$ cat src/core/seq_pkg.sv
/*
 * Sequencer constants, types and row pattern lookup.
 * Assumes nothing of its users.
 */
package seq_pkg;

    // One column stage selects an even/odd pair
    localparam int COL_STAGES = 640;
    localparam int COL_IDX_W  = 10;
    localparam int ROW_W      = 10;
    localparam int PIX_WIDTH  = 10;

    // Analog control word widths
    localparam int GAIN_W   = 4;
    localparam int OFFSET_W = 7;
    localparam int KNEE_W   = 3;

    // Column strides
    localparam logic [COL_IDX_W:0] STRIDE_FULL = 11'h001;
    localparam logic [COL_IDX_W:0] STRIDE_SUB  = 11'h002;

    // Row groups of four
    localparam int GROUP_LSB = 2;

    // Column readout states
    typedef enum logic [1:0] {
        COL_BLANK = 2'b00,
        COL_LOAD  = 2'b01,
        COL_SHIFT = 2'b10
    } col_state_t;

    // Controller pins, synchronised together
    typedef struct packed {
        logic                 col_sync;
        logic                 row_clock;
        logic                 row_start;
        logic                 column_sub;
        logic                 col_xa;
        logic                 col_xb;
        logic                 row_sub;
        logic                 row_xa;
        logic                 row_xb;
        logic [COL_IDX_W-1:0] col_start;
        logic [COL_IDX_W-1:0] col_stop;
        logic [ROW_W-1:0]     row_first;
        logic [GAIN_W-1:0]    gain;
        logic [OFFSET_W-1:0]  fine;
        logic [OFFSET_W-1:0]  coarse;
        logic [KNEE_W-1:0]    knee;
        logic                 ext_supply;
    } pin_bundle_t;

    // Row offset in a group of four
    function automatic logic [1:0] group_offset(input logic second,
                                                input logic xa,
                                                input logic xb);
        logic [1:0] off;
        off = 2'h0;
        case ({xb, xa, second})
            3'h0:    off = 2'h0;
            3'h1:    off = 2'h1;
            3'h2:    off = 2'h0;
            3'h3:    off = 2'h2;
            3'h4:    off = 2'h1;
            3'h5:    off = 2'h3;
            3'h6:    off = 2'h2;
            default: off = 2'h3;
        endcase
        return off;
    endfunction

endpackage

$ cat src/core/pix_link_if.sv
/*
 * Valid/ready pixel link to the output buffer.
 * Assumes both ends share the system clock.
 */
`timescale 1ns/100ps
interface pix_link_if #(parameter int W = 11);
    logic         valid;
    logic         ready;
    logic [W-1:0] data;

    // Producer drives valid and data, consumer answers with ready
    modport src (output valid, output data, input ready);
    modport snk (input valid, input data, output ready);
endinterface

$ cat src/core/col_shift_reg.sv
/*
 * One-hot column shift register: load, then shift by one or two.
 * Assumes same-clock load and step strobes.
 */
`timescale 1ns/100ps
module col_shift_reg
    import seq_pkg::*;
#(
    parameter int STAGES = COL_STAGES,
    parameter int IW     = COL_IDX_W
) (
    // Clock and reset
    input  wire logic              sys_clk,
    input  wire logic              rst_n,
    // Control
    input  wire logic              load,
    input  wire logic [IW-1:0]     start_idx,
    input  wire logic              step,
    input  wire logic              double_step,
    // Stage selects
    output logic      [STAGES-1:0] stage_r
);

    logic [STAGES-1:0] stage_nxt;

    // Load wins over shift
    for (genvar i = 0; i < STAGES; i++) begin : g_stage
        logic from_shift;
        if (i >= 2) begin : g_deep
            assign from_shift = double_step ? stage_r[i-2] : stage_r[i-1];
        end else if (i == 1) begin : g_one
            assign from_shift = double_step ? 1'b0 : stage_r[0];
        end else begin : g_zero
            assign from_shift = 1'b0;
        end
        assign stage_nxt[i] = load ? (start_idx == IW'(i)) :
                              (step ? from_shift : stage_r[i]);
    end

    // State flops
    always_ff @(posedge sys_clk or negedge rst_n) begin
        if (!rst_n) begin
            stage_r <= '0;
        end else begin
            stage_r <= stage_nxt;
        end
    end

endmodule

$ cat src/core/pix_skid_buffer.sv
/*
 * Two-entry pixel buffer; a receiver stall loses no word.
 * Assumes one shared clock.
 */
`timescale 1ns/100ps
module pix_skid_buffer #(
    parameter int W = 11
) (
    // Clock and reset
    input  wire logic sys_clk,
    input  wire logic rst_n,
    // Filling and draining sides
    pix_link_if.snk   up,
    pix_link_if.src   down
);

    logic         head_v_r;
    logic [W-1:0] head_d_r;
    logic         tail_v_r;
    logic [W-1:0] tail_d_r;
    logic         push;
    logic         pop;

    // Ready from a flop: spare slot free
    assign up.ready   = ~tail_v_r;
    assign down.valid = head_v_r;
    assign down.data  = head_d_r;
    assign push       = up.valid & ~tail_v_r;
    assign pop        = head_v_r & down.ready;

    // Head always holds the oldest word
    always_ff @(posedge sys_clk or negedge rst_n) begin
        if (!rst_n) begin
            head_v_r <= 1'b0;
            head_d_r <= '0;
        end else if (pop) begin
            head_v_r <= tail_v_r | push;
            head_d_r <= tail_v_r ? tail_d_r : up.data;
        end else if (!head_v_r) begin
            head_v_r <= push;
            head_d_r <= up.data;
        end
    end

    // Tail fills when head is stuck
    always_ff @(posedge sys_clk or negedge rst_n) begin
        if (!rst_n) begin
            tail_v_r <= 1'b0;
            tail_d_r <= '0;
        end else if (pop) begin
            tail_v_r <= 1'b0;
        end else if (push && head_v_r) begin
            tail_v_r <= 1'b1;
            tail_d_r <= up.data;
        end
    end

endmodule

$ cat src/core/pixel_window_address_sequencer.sv
/*
 * Readout addressing, pixel interleave, amplifier words and
 * reset-rail settings.
 * Assumes async controller pins, and array buses that answer
 * the stage select in the same cycle.
 */

// Functional notes
// - Stage selects a column pair, steps every second clock.
// - Even and odd buses interleaved into one stream.
// - Column sync high loads one-hot start stage.
// - Shifting starts when column sync falls.
// - No column sub-sampling: one stage per step.
// - Column sub-sampling: two stages per step, XXOOXXOO.
// - Column exchange a: XOXOXOXO.
// - Column exchange b: OXOXOXOX.
// - Both column exchanges: OOXXOOXX.
// - Rows have the same five patterns as columns.
// - No row sub-sampling: one row per row clock.
// - Row sub-sampling: two rows, skip two, XXOOXXOO.
// - Four-bit exponential gain code, seven-bit linear offset code.
// - Fine offset trims odd/even, coarse adds common offset.
// - Multi-slope bits set the secondary reset level.
// - External supply select disconnects the rail generator.
// - After row blanking, one pixel leaves per system clock.
`timescale 1ns/100ps
module pixel_window_address_sequencer
    import seq_pkg::*;
#(
    parameter int STAGES = COL_STAGES,
    parameter int PIX_W  = PIX_WIDTH
) (
    // Clock and reset
    input  wire logic                 sys_clk,
    input  wire logic                 rst_n,
    // Sync pins from the controller
    input  wire logic                 col_sync,
    input  wire logic                 row_clock,
    input  wire logic                 row_start,
    // Window positions
    input  wire logic [COL_IDX_W-1:0] col_start_stage,
    input  wire logic [COL_IDX_W-1:0] col_stop_stage,
    input  wire logic [ROW_W-1:0]     row_start_addr,
    // Sub-sampling controls
    input  wire logic                 column_sub,
    input  wire logic                 column_pair_exchange_a,
    input  wire logic                 column_pair_exchange_b,
    input  wire logic                 row_sub,
    input  wire logic                 row_pair_exchange_a,
    input  wire logic                 row_pair_exchange_b,
    // Output amplifier controls
    input  wire logic [GAIN_W-1:0]    gain_code,
    input  wire logic [OFFSET_W-1:0]  offset_fine_code,
    input  wire logic [OFFSET_W-1:0]  offset_coarse_code,
    // Reset voltage controls
    input  wire logic [KNEE_W-1:0]    multislope_level_bits,
    input  wire logic                 external_reset_supply_select,
    // Column buses from the array
    input  wire logic [PIX_W-1:0]     bus_even_data,
    input  wire logic [PIX_W-1:0]     bus_odd_data,
    // Pixel stream receiver
    input  wire logic                 pixel_ready,
    // Column addressing
    output logic      [STAGES-1:0]    column_stage_select,
    output logic                      col_switch_a,
    output logic                      col_switch_b,
    output logic      [COL_IDX_W-1:0] column_stage_index,
    // Row addressing
    output logic      [ROW_W-1:0]     row_pointer,
    output logic                      row_active,
    // Readout status
    output logic                      amp_calibrate,
    output logic                      line_done,
    // Pixel stream
    output logic                      pixel_valid,
    output logic      [PIX_W-1:0]     pixel_data,
    output logic                      pixel_odd,
    // Amplifier settings
    output logic      [GAIN_W-1:0]    gain_level,
    output logic      [OFFSET_W-1:0]  offset_fine_level,
    output logic      [OFFSET_W-1:0]  offset_coarse_level,
    // Secondary reset rail
    output logic      [KNEE_W-1:0]    rail_level_select,
    output logic                      reset_generator_connect
);

    // Bus tag above the pixel
    localparam int SW = PIX_W + 1;

    pin_bundle_t pins_w;
    pin_bundle_t pin_meta_r;
    pin_bundle_t pin_r;

    logic                 row_clk_d_r;
    logic                 row_edge;
    logic                 row_load;
    logic                 row_step;

    logic [ROW_W-1:0]     row_pointer_r;
    logic [ROW_W-1:0]     row_pointer_nxt;
    logic [ROW_W-3:0]     row_group_r;
    logic [ROW_W-3:0]     row_group_nxt;
    logic                 row_second_r;
    logic                 row_second_nxt;
    logic                 row_active_r;
    logic [1:0]           row_offset;

    col_state_t           state_r;
    col_state_t           state_nxt;
    logic                 phase_r;
    logic [COL_IDX_W-1:0] col_idx_r;
    logic [PIX_W-1:0]     odd_hold_r;
    logic                 calib_r;
    logic                 line_done_r;
    logic                 col_sw_a_r;
    logic                 col_sw_b_r;
    logic                 gen_connect_r;

    logic                 shifting;
    logic                 push;
    logic                 step;
    logic                 sync_on;
    logic [COL_IDX_W:0]   stride;
    logic [COL_IDX_W:0]   idx_next;
    logic                 window_end;

    pix_link_if #(.W(SW)) in_link ();
    pix_link_if #(.W(SW)) out_link ();

    // One synchroniser for all pins
    assign pins_w = {col_sync, row_clock, row_start,
                     column_sub, column_pair_exchange_a, column_pair_exchange_b,
                     row_sub, row_pair_exchange_a, row_pair_exchange_b,
                     col_start_stage, col_stop_stage, row_start_addr,
                     gain_code, offset_fine_code, offset_coarse_code,
                     multislope_level_bits, external_reset_supply_select};

    // Two flops; words must be quasi-static
    always_ff @(posedge sys_clk or negedge rst_n) begin
        if (!rst_n) begin
            pin_meta_r <= '0;
            pin_r      <= '0;
        end else begin
            pin_meta_r <= pins_w;
            pin_r      <= pin_meta_r;
        end
    end

    // Row clock edge from the second stage
    always_ff @(posedge sys_clk or negedge rst_n) begin
        if (!rst_n) begin
            row_clk_d_r <= 1'b0;
        end else begin
            row_clk_d_r <= pin_r.row_clock;
        end
    end

    assign row_edge = pin_r.row_clock & ~row_clk_d_r;
    assign row_load = row_edge & pin_r.row_start;
    assign row_step = row_edge & ~pin_r.row_start & row_active_r;

    // Row pointer: plus one, or under row_sub groups of four, exchange picks offset
    assign row_second_nxt = row_load ? 1'b0 : ~row_second_r;
    assign row_offset = group_offset(row_second_nxt, pin_r.row_xa,
                                     pin_r.row_xb);
    assign row_group_nxt = row_load ? pin_r.row_first[ROW_W-1:GROUP_LSB] :
                           (row_second_r ? row_group_r + 1'b1 : row_group_r);
    assign row_pointer_nxt = pin_r.row_sub ? {row_group_nxt, row_offset} :
                             (row_load ? pin_r.row_first :
                              row_pointer_r + 1'b1);

    // Row state moves on row clock edges
    always_ff @(posedge sys_clk or negedge rst_n) begin
        if (!rst_n) begin
            row_pointer_r <= '0;
            row_group_r   <= '0;
            row_second_r  <= 1'b0;
            row_active_r  <= 1'b0;
        end else if (row_load || row_step) begin
            row_pointer_r <= row_pointer_nxt;
            row_group_r   <= row_group_nxt;
            row_second_r  <= row_second_nxt;
            row_active_r  <= 1'b1;
        end
    end

    // Column decode; a buffer stall freezes the shift
    assign sync_on    = pin_r.col_sync;
    assign shifting   = (state_r == COL_SHIFT);
    assign push       = shifting & in_link.ready;
    assign step       = push & phase_r;
    assign stride     = pin_r.column_sub ? STRIDE_SUB : STRIDE_FULL;
    assign idx_next   = {1'b0, col_idx_r} + stride;
    assign window_end = step & (idx_next > {1'b0, pin_r.col_stop});

    // Column state machine
    always_comb begin
        state_nxt = state_r;
        if (sync_on) begin
            state_nxt = COL_LOAD;
        end else begin
            case (state_r)
                COL_BLANK: state_nxt = COL_BLANK;
                COL_LOAD:  state_nxt = COL_SHIFT;
                COL_SHIFT: state_nxt = window_end ? COL_BLANK : COL_SHIFT;
                default:   state_nxt = COL_BLANK;
            endcase
        end
    end

    // State and column index
    always_ff @(posedge sys_clk or negedge rst_n) begin
        if (!rst_n) begin
            state_r   <= COL_BLANK;
            col_idx_r <= '0;
        end else begin
            state_r <= state_nxt;
            if (sync_on) begin
                col_idx_r <= pin_r.col_start;
            end else if (step) begin
                col_idx_r <= idx_next[COL_IDX_W-1:0];
            end
        end
    end

    // Even word first, odd held for the next cycle
    always_ff @(posedge sys_clk or negedge rst_n) begin
        if (!rst_n) begin
            phase_r    <= 1'b0;
            odd_hold_r <= '0;
        end else if (sync_on) begin
            phase_r <= 1'b0;
        end else if (push) begin
            phase_r <= ~phase_r;
            if (!phase_r) begin
                odd_hold_r <= bus_odd_data;
            end
        end
    end

    // Interleave both buses
    assign in_link.valid = shifting;
    assign in_link.data  = phase_r ? {1'b1, odd_hold_r} :
                                     {1'b0, bus_even_data};

    // Calibration: set beats clear
    always_ff @(posedge sys_clk or negedge rst_n) begin
        if (!rst_n) begin
            calib_r     <= 1'b0;
            line_done_r <= 1'b0;
        end else begin
            calib_r     <= row_edge | (calib_r & ~(state_r == COL_LOAD && !sync_on));
            line_done_r <= window_end;
        end
    end

    // Column switches act only when sub-sampling; generator connect is the inverse of the supply pin
    always_ff @(posedge sys_clk or negedge rst_n) begin
        if (!rst_n) begin
            col_sw_a_r    <= 1'b0;
            col_sw_b_r    <= 1'b0;
            gen_connect_r <= 1'b1;
        end else begin
            col_sw_a_r    <= pin_r.column_sub & pin_r.col_xa;
            col_sw_b_r    <= pin_r.column_sub & pin_r.col_xb;
            gen_connect_r <= ~pin_r.ext_supply;
        end
    end

    // One-hot stage register
    col_shift_reg #(
        .STAGES (STAGES),
        .IW     (COL_IDX_W)
    ) u_col_shift (
        .sys_clk     (sys_clk),
        .rst_n       (rst_n),
        .load        (sync_on),
        .start_idx   (pin_r.col_start),
        .step        (step),
        .double_step (pin_r.column_sub),
        .stage_r     (column_stage_select)
    );

    // Buffer absorbs stalls
    pix_skid_buffer #(
        .W (SW)
    ) u_out_buf (
        .sys_clk (sys_clk),
        .rst_n   (rst_n),
        .up      (in_link.snk),
        .down    (out_link.src)
    );

    assign out_link.ready = pixel_ready;

    // Outputs, all straight from flops
    assign pixel_valid         = out_link.valid;
    assign pixel_data          = out_link.data[PIX_W-1:0];
    assign pixel_odd           = out_link.data[PIX_W];
    assign col_switch_a        = col_sw_a_r;
    assign col_switch_b        = col_sw_b_r;
    assign column_stage_index  = col_idx_r;
    assign row_pointer         = row_pointer_r;
    assign row_active          = row_active_r;
    assign amp_calibrate       = calib_r;
    assign line_done           = line_done_r;
    assign gain_level          = pin_r.gain;
    assign offset_fine_level   = pin_r.fine;
    assign offset_coarse_level = pin_r.coarse;
    assign rail_level_select   = pin_r.knee;
    assign reset_generator_connect = gen_connect_r;

endmodule

$ cat config.mk
export PLATFORM = sky130hd
export DESIGN_NAME = pixel_window_address_sequencer
export DESIGN_NICKNAME = d
export VERILOG_FILES = /design/src/core/seq_pkg.sv /design/src/core/pix_link_if.sv /design/src/core/col_shift_reg.sv /design/src/core/pix_skid_buffer.sv /design/src/core/pixel_window_address_sequencer.sv
export SDC_FILE = /design/constraint.sdc
export NUM_CORES = 2
export LEC_CHECK = 0
export CAP_MARGIN = 20
export CORE_AREA = 2 2 302 304
export CTS_BUF_LIST = sky130_fd_sc_hd__clkbuf_16
export DETAILED_ROUTE_END_ITERATION = 8
export DIE_AREA = 0 0 304 306
export DONT_BUFFER_PORTS = 1
export GPL_TIMING_DRIVEN = 0
export HOLD_SLACK_MARGIN = 0.08
export MAX_ROUTING_LAYER = met4
export PLACE_DENSITY = 0.72
export RECOVER_POWER = 100
export SYNTH_ARGS = -nofsm -noshare
export SYNTH_HDL_FRONTEND = slang
export SYNTH_SLANG_ARGS = --single-unit
$ cat constraint.sdc
create_clock -name sys_clk -period 5.2 [get_ports sys_clk]
set_input_delay 0.52 -clock sys_clk [delete_from_list [all_inputs] [get_ports sys_clk]]
set_output_delay 0.52 -clock sys_clk [all_outputs]
set_load 0.01 [all_outputs]
== Word level (Yosys, flattened, before mapping) ==
Cells that the tools add are included.

* Bits in registers: 835
* Bits of input ports: 84
* Output and inout port bits: 699
* Word-level logic and storage cells: 2681

* $add $sub $neg: 3
* $lt $le $gt $ge: 1
* Eq/ne operators: 647
* Muxes and demuxes: 1941
* Bitwise operators: 22
* Reductions and logical operators: 14

{| class="wikitable"
|+ Operators by type and width
! kind !! number
|-
| 10-bit by 9-bit == test with 1-bit output (second input constant) || 256
|-
| 1-bit two-way mux || 1926
|-
| 10-bit == test (second input constant) || 128
|-
| 10-bit by 8-bit == test with 1-bit output (second input constant) || 128
|-
| 10-bit by 7-bit == test with 1-bit output (second input constant) || 64
|-
| 10-bit by 6-bit == test with 1-bit output (second input constant) || 32
|-
| 10-bit by 5-bit == test with 1-bit output (second input constant) || 16
|-
| 10-bit by 4-bit == test with 1-bit output (second input constant) || 8
|-
| 11-bit two-way mux || 4
|-
| 10-bit by 3-bit == test with 1-bit output (second input constant) || 4
|-
| 10-bit two-way mux || 4
|-
| 10-bit by 2-bit == test with 1-bit output (second input constant) || 2
|-
| 8-bit two-way mux || 2
|-
| 10-bit by 2-bit adder with 11-bit output || 1
|-
| 1-bit bitwise AND || 11
|-
| 11-bit by 10-bit greater-than comparator with 1-bit output || 1
|-
| 10-bit by 1-bit adder with 10-bit output (second input constant) || 1
|-
| 10-bit by 1-bit == test with 1-bit output (second input constant) || 1
|-
| 10-bit zero test || 1
|-
| 1-bit inverter || 9
|-
| 8-bit by 1-bit adder with 8-bit output (second input constant) || 1
|-
| 3-bit by 2-bit == test with 1-bit output (second input constant) || 2
|-
| 3-bit == test (second input constant) || 2
|-
| 2-bit two-way mux || 3
|-
| 15 further kinds || 21
|}

== Depth between registers and ports, before layout ==
* Depth in word-level cells: 8
* Depth in mapped cells: 16
* Depth with buffers taken out: 13

== By module ==
Synthesis repeated with hierarchy kept, for this count alone.

* Cells, all modules: 4959
* Area, all modules: 47267.8 um^2

{| class="wikitable"
|+ Modules (own cells, without submodules)
! module !! instances !! cells an instance !! area each (um^2) !! seq. area each (um^2)
|-
| col_shift_reg || 1 || 4386 || 39848.2 || 16015.4
|-
| pixel_window_address_sequencer || 1 || 489 || 6382.4 || 4280.4
|-
| pix_skid_buffer || 1 || 84 || 1037.2 || 600.6
|}

== Worst setup path before layout ==
No wires, ideal clock.

* Kind: register to register
* From: register pin_r[57] (netlist name)
* To: register state_r[1]
* Setup time: 82 ps
* Data arrival time: 3158 ps
* Data required time: 5118 ps
* Setup slack: 1959 ps
* Cell stages (with the launch flop): 16
* Path buffers: 3
* Period minus slack after synthesis: 3241 ps
* Path through: dfrtp_1 buf_2 buf_2 buf_2 inv_1 ha_1 fa_1 nand3_1 or2_2 xnor2_1 ha_1 and4_1 a21boi_0 o311ai_0 nand3_1 o22ai_1

* Cells in the longest elaborated chain, start to end: 7

{| class="wikitable"
|+ RTL lines
! what !! RTL line !! source
|-
| from (decl) || pixel_window_address_sequencer.sv:92 || <nowiki>pin_bundle_t pin_r;</nowiki>
|-
| from (signal assigned) || pixel_window_address_sequencer.sv:145 || <nowiki>pin_r <= pin_meta_r;</nowiki>
|-
| 2-bit two-way mux || pixel_window_address_sequencer.sv:192 || <nowiki>assign stride = pin_r.column_sub ? STRIDE_SUB : STRIDE_FULL;</nowiki>
|-
| 10-bit by 2-bit adder with 11-bit output || pixel_window_address_sequencer.sv:193 || <nowiki>assign idx_next = {1'b0, col_idx_r} + stride;</nowiki>
|-
| 11-bit by 10-bit greater-than comparator with 1-bit output || pixel_window_address_sequencer.sv:194 || <nowiki>assign window_end = step & (idx_next > {1'b0, pin_r.col_stop});</nowiki>
|-
| 1-bit bitwise AND || pixel_window_address_sequencer.sv:194 ||
|-
| via window_end || pixel_window_address_sequencer.sv:125 || <nowiki>logic window_end;</nowiki>
|-
| 2-bit two-way mux || pixel_window_address_sequencer.sv:205 || <nowiki>COL_SHIFT: state_nxt = window_end ? COL_BLANK : COL_SHIFT;</nowiki>
|-
| 2-bit case mux with 2 select lines || pixel_window_address_sequencer.sv:202 || <nowiki>case (state_r)</nowiki>
|-
| 2-bit two-way mux || pixel_window_address_sequencer.sv:199 || <nowiki>if (sync_on) begin</nowiki>
|-
| via state_nxt[1] || pixel_window_address_sequencer.sv:109 || <nowiki>col_state_t state_nxt;</nowiki>
|-
| to (signal assigned) || pixel_window_address_sequencer.sv:217 || <nowiki>state_r <= state_nxt;</nowiki>
|-
| to (decl) || pixel_window_address_sequencer.sv:108 || <nowiki>col_state_t state_r;</nowiki>
|}

The timed path passes the listed nets, and every way through them passes these cells.
A chain may end at the register's enable or synchronous reset.

== Worst setup path in the final report ==
Same ends and word-level chain as after synthesis.

==> results.cfg <==
[status]
status = finished with violations
violations = negative hold slack, max-capacitance violations, max-slew violations

[drt]
routedWlPerCell_um = 29.4
wl_mm = 170
drt-initial-drc-count = 4288
vias_per_cell = 6.41
dr.pass1.iters = 6
vias = 37100
antenna_left = 0
drc = 0

[die]
std_cell_rows = 110
start_util_pct = 48.6
dieArea_mm2 = 0.0930
ios = 783
fp.dieH_um = 306
core_mm2 = 0.0896
die_w_um = 304

[grt]
grt_pass1_vias = 36100
antenna_found_initial = 3
grt_overflow = 0
grt_max_degree = 836
grt_usage_pct = 36.6
grt_pass1_wl_mm = 248

[timing]
period_share_pct = 87.9
slew_violations = 675
setup_viol = 0
whs_ns = -0.449
relSlewSlack_pct = -170
period_minus_slack_ns = 4.57
timing.final.hold_violations = 424
worstMarginPinSlew_ns = 4.05
totalNegativeSetupSlack_ns = 0
grt_setup_unrepaired = no
timing.fmax_mhz = 219
skew_ns = 0.0334

[synth]
synth_area_leaders = dfrtp_1 (48%), mux2i_1 (15%), o22a_1 (13%)
ys_seq_area_share_pct = 48.0
synth_area_mm2 = 0.0435
yosys_warnings = 0
synth_edf_count = 0
synthTopCellsByCount = dfrtp_1 (834), nor2_1 (695), a21oi_1 (665)
synth_top_area_cell = dfrtp_1
synth_top_cell_area_share_pct = 47.9
synth_cell_types = 55
syn_avg_cell_area_um2 = 10.0
netlist_instances = 4342
syn_nets = 4443
synth_flop_cell = dfrtp_1
ys_ff_latch = 835
postSynth.asyncResetShare_pct = 100
synth_most_common_cell = dfrtp_1

[finish]
multiInputGateArea_mm2 = 0.0206
ff_latch_area_mm2 = 0.0209
area.growth.synth_to_final_pct = 11.9
instances_no_fill = 5781
drive_gt1_share_pct = 7.74
final_nets = 4632
stdcell_area_mm2 = 0.0487
fill_cells = 7955

[pwr]
power_w = 0.0163
p_per_area_mw_per_mm2 = 334
max-vdd-ir-drop_mv = 0.247
power_leakage_nw = 22.3

[run]
drv_cap = 1

[worst_setup_path]
cp.required_ns = 5.76
worst_ep_arrival_time_ns = 5.13
critPathLaunchType = flop
crit_type = reg -> reg
cp_max_fo = 10
end_kind = flop

[clock_tree]
numCtsBuffers = 95
cts_tree = done
clock-sinks = 835
clk_pin_slew_worst_paths_ns = 0.06
cts_resized = 0
cts_buffer_depth = 3
clk_latency_ns = 0.68
postCtsHoldBufs = 75
cts-root-buf = clkbuf_16
htreeDepth = 3
cts_setup_buffers = 0

[hold_path]
hold_path_class = in -> async

[place]
place_area_mm2 = 0.0452
io_buffer_count = 0
hpwl_mm = 122
dp.cells = 5534
place.gp.congestion = 0.955
-- cell families (layout without fill, tap and decap cells) --
group                    after synthesis  after routing  synth area share, %
XOR/XNOR                              27             27                0.543
AND/OR/NAND/NOR                      980            980                 9.16
other                                  0              4                    0
adder cells (fa/ha/maj)               18             18                0.529
buffers and inverters                435            694                 4.77
AO/OA/AOI/OAI                       1384           1384                 21.7
multiplexers                         663            663                 15.3
flip-flops                           835            835                 48.0
-- critical path: stages (launching register included) --
cell	delay, ns
dfrtp_1	0.42
buf_2	0.38
buf_2	0.52
buf_2	0.48
inv_1	0.11
ha_1	0.24
fa_1	0.45
nand3_1	0.18
or2_2	0.20
xnor2_1	0.13
ha_1	0.25
and4_1	0.21
a21boi_0	0.12
o311ai_0	0.31
nand3_1	0.21
o22ai_1	0.24
-- path summary, 6_finish.rpt --
kind                                           from                                   to  slack [ns]  cells past startpoint
setup / recovery                pin_r[57]$_DFF_PN0_                 state_r[1]$_DFF_PN0_        0.63                     15
setup reg to reg                pin_r[57]$_DFF_PN0_                 state_r[1]$_DFF_PN0_        0.63                     15
hold reg to reg            pin_meta_r[43]$_DFF_PN0_                  pin_r[43]$_DFF_PN0_        0.34                      0
hold / removal                                rst_n                  pin_r[54]$_DFF_PN0_       -0.45                      0
min in group sys_clk               bus_even_data[9]    u_out_buf.tail_d_r[9]$_DFFE_PN0P_        0.12                      2
max in group asynchronous                     rst_n  u_col_shift.stage_r[39]$_DFFE_PN0P_        2.49                      0
-- stage by stage --
stage / setup WS, ns / utilization [%]
3_5_place_dp: 0.818 / 50.5
5_1_grt: 0.539 / 54.4
6_report: 0.627 / 54.4
2_1_floorplan: 1.96 / -
4_1_cts: 0.763 / 54.5
3_3_place_gp: 0.856 / 50.2
-- power by group --
group | internal (W) | switching, W
sequential | 0.00701 | 0.00101
combinational | 0.000843 | 0.000991
clock | 0.00357 | 0.00283
total | 0.0114 | 0.00484
-- flip-flops by register name, indices dropped and copies added, names as in the netlist, 7 cells and up --
register	count
u_col_shift.stage_r	640
pin_meta_r	61
pin_r	39
u_out_buf.down.data	11
u_out_buf.tail_d_r	11
column_stage_index	10
odd_hold_r	10
row_pointer	10
row_group_r	8
offset_coarse_level	7
offset_fine_level	7
-- per-layer routing --
| layer | routed length [um] | vias to the layer above | GRT usage, % |
|---|---|---|---|
| met3 | 19000 | 530 | 13.3 |
| met4 | 10500 | 0 | 18.8 |
| li1 | - | 16100 | - |
| met1 | 63000 | 18500 | 41.8 |
| met2 | 77500 | 1922 | 56.4 |
| met5 | 0 | - | - |
-- layout make-up --
type | count | area share (%)
Sequential cell | 835 | 42.9
Multi-Input combinational cell | 3072 | 42.2
Clock buffer | 99 | 5.08
Buffer | 415 | 3.79
Tap cell | 1176 | 3.02
Timing Repair Buffer | 92 | 1.97
Clock inverter | 68 | 0.834
Inverter | 20 | 0.154
Antenna cell | 4 | 0.0205
-- cell usage in the layout (no fill, tap or decap), types with 6 or more instances in the layout --
master and count:
a21oi_1 665, a22oi_1 14, buf_1 18, buf_2 149, buf_4 26, buf_6 12
clkbuf_1 222, clkbuf_16 99, clkinv_1 14, clkinv_2 16, dfrtp_1 834, dlygate4sd3_1 75
ha_1 16, inv_1 47, mux2_2 12, mux2i_1 651, nand2_1 181, nand2b_1 15
nand3_1 23, nand4_1 6, nor2_1 692, nor2b_1 9, nor3_1 7, nor3_2 8
o21ai_0 24, o22a_1 640, o22ai_1 15, xnor2_1 14, xor2_1 13
(Power assumes the default switching activity.)
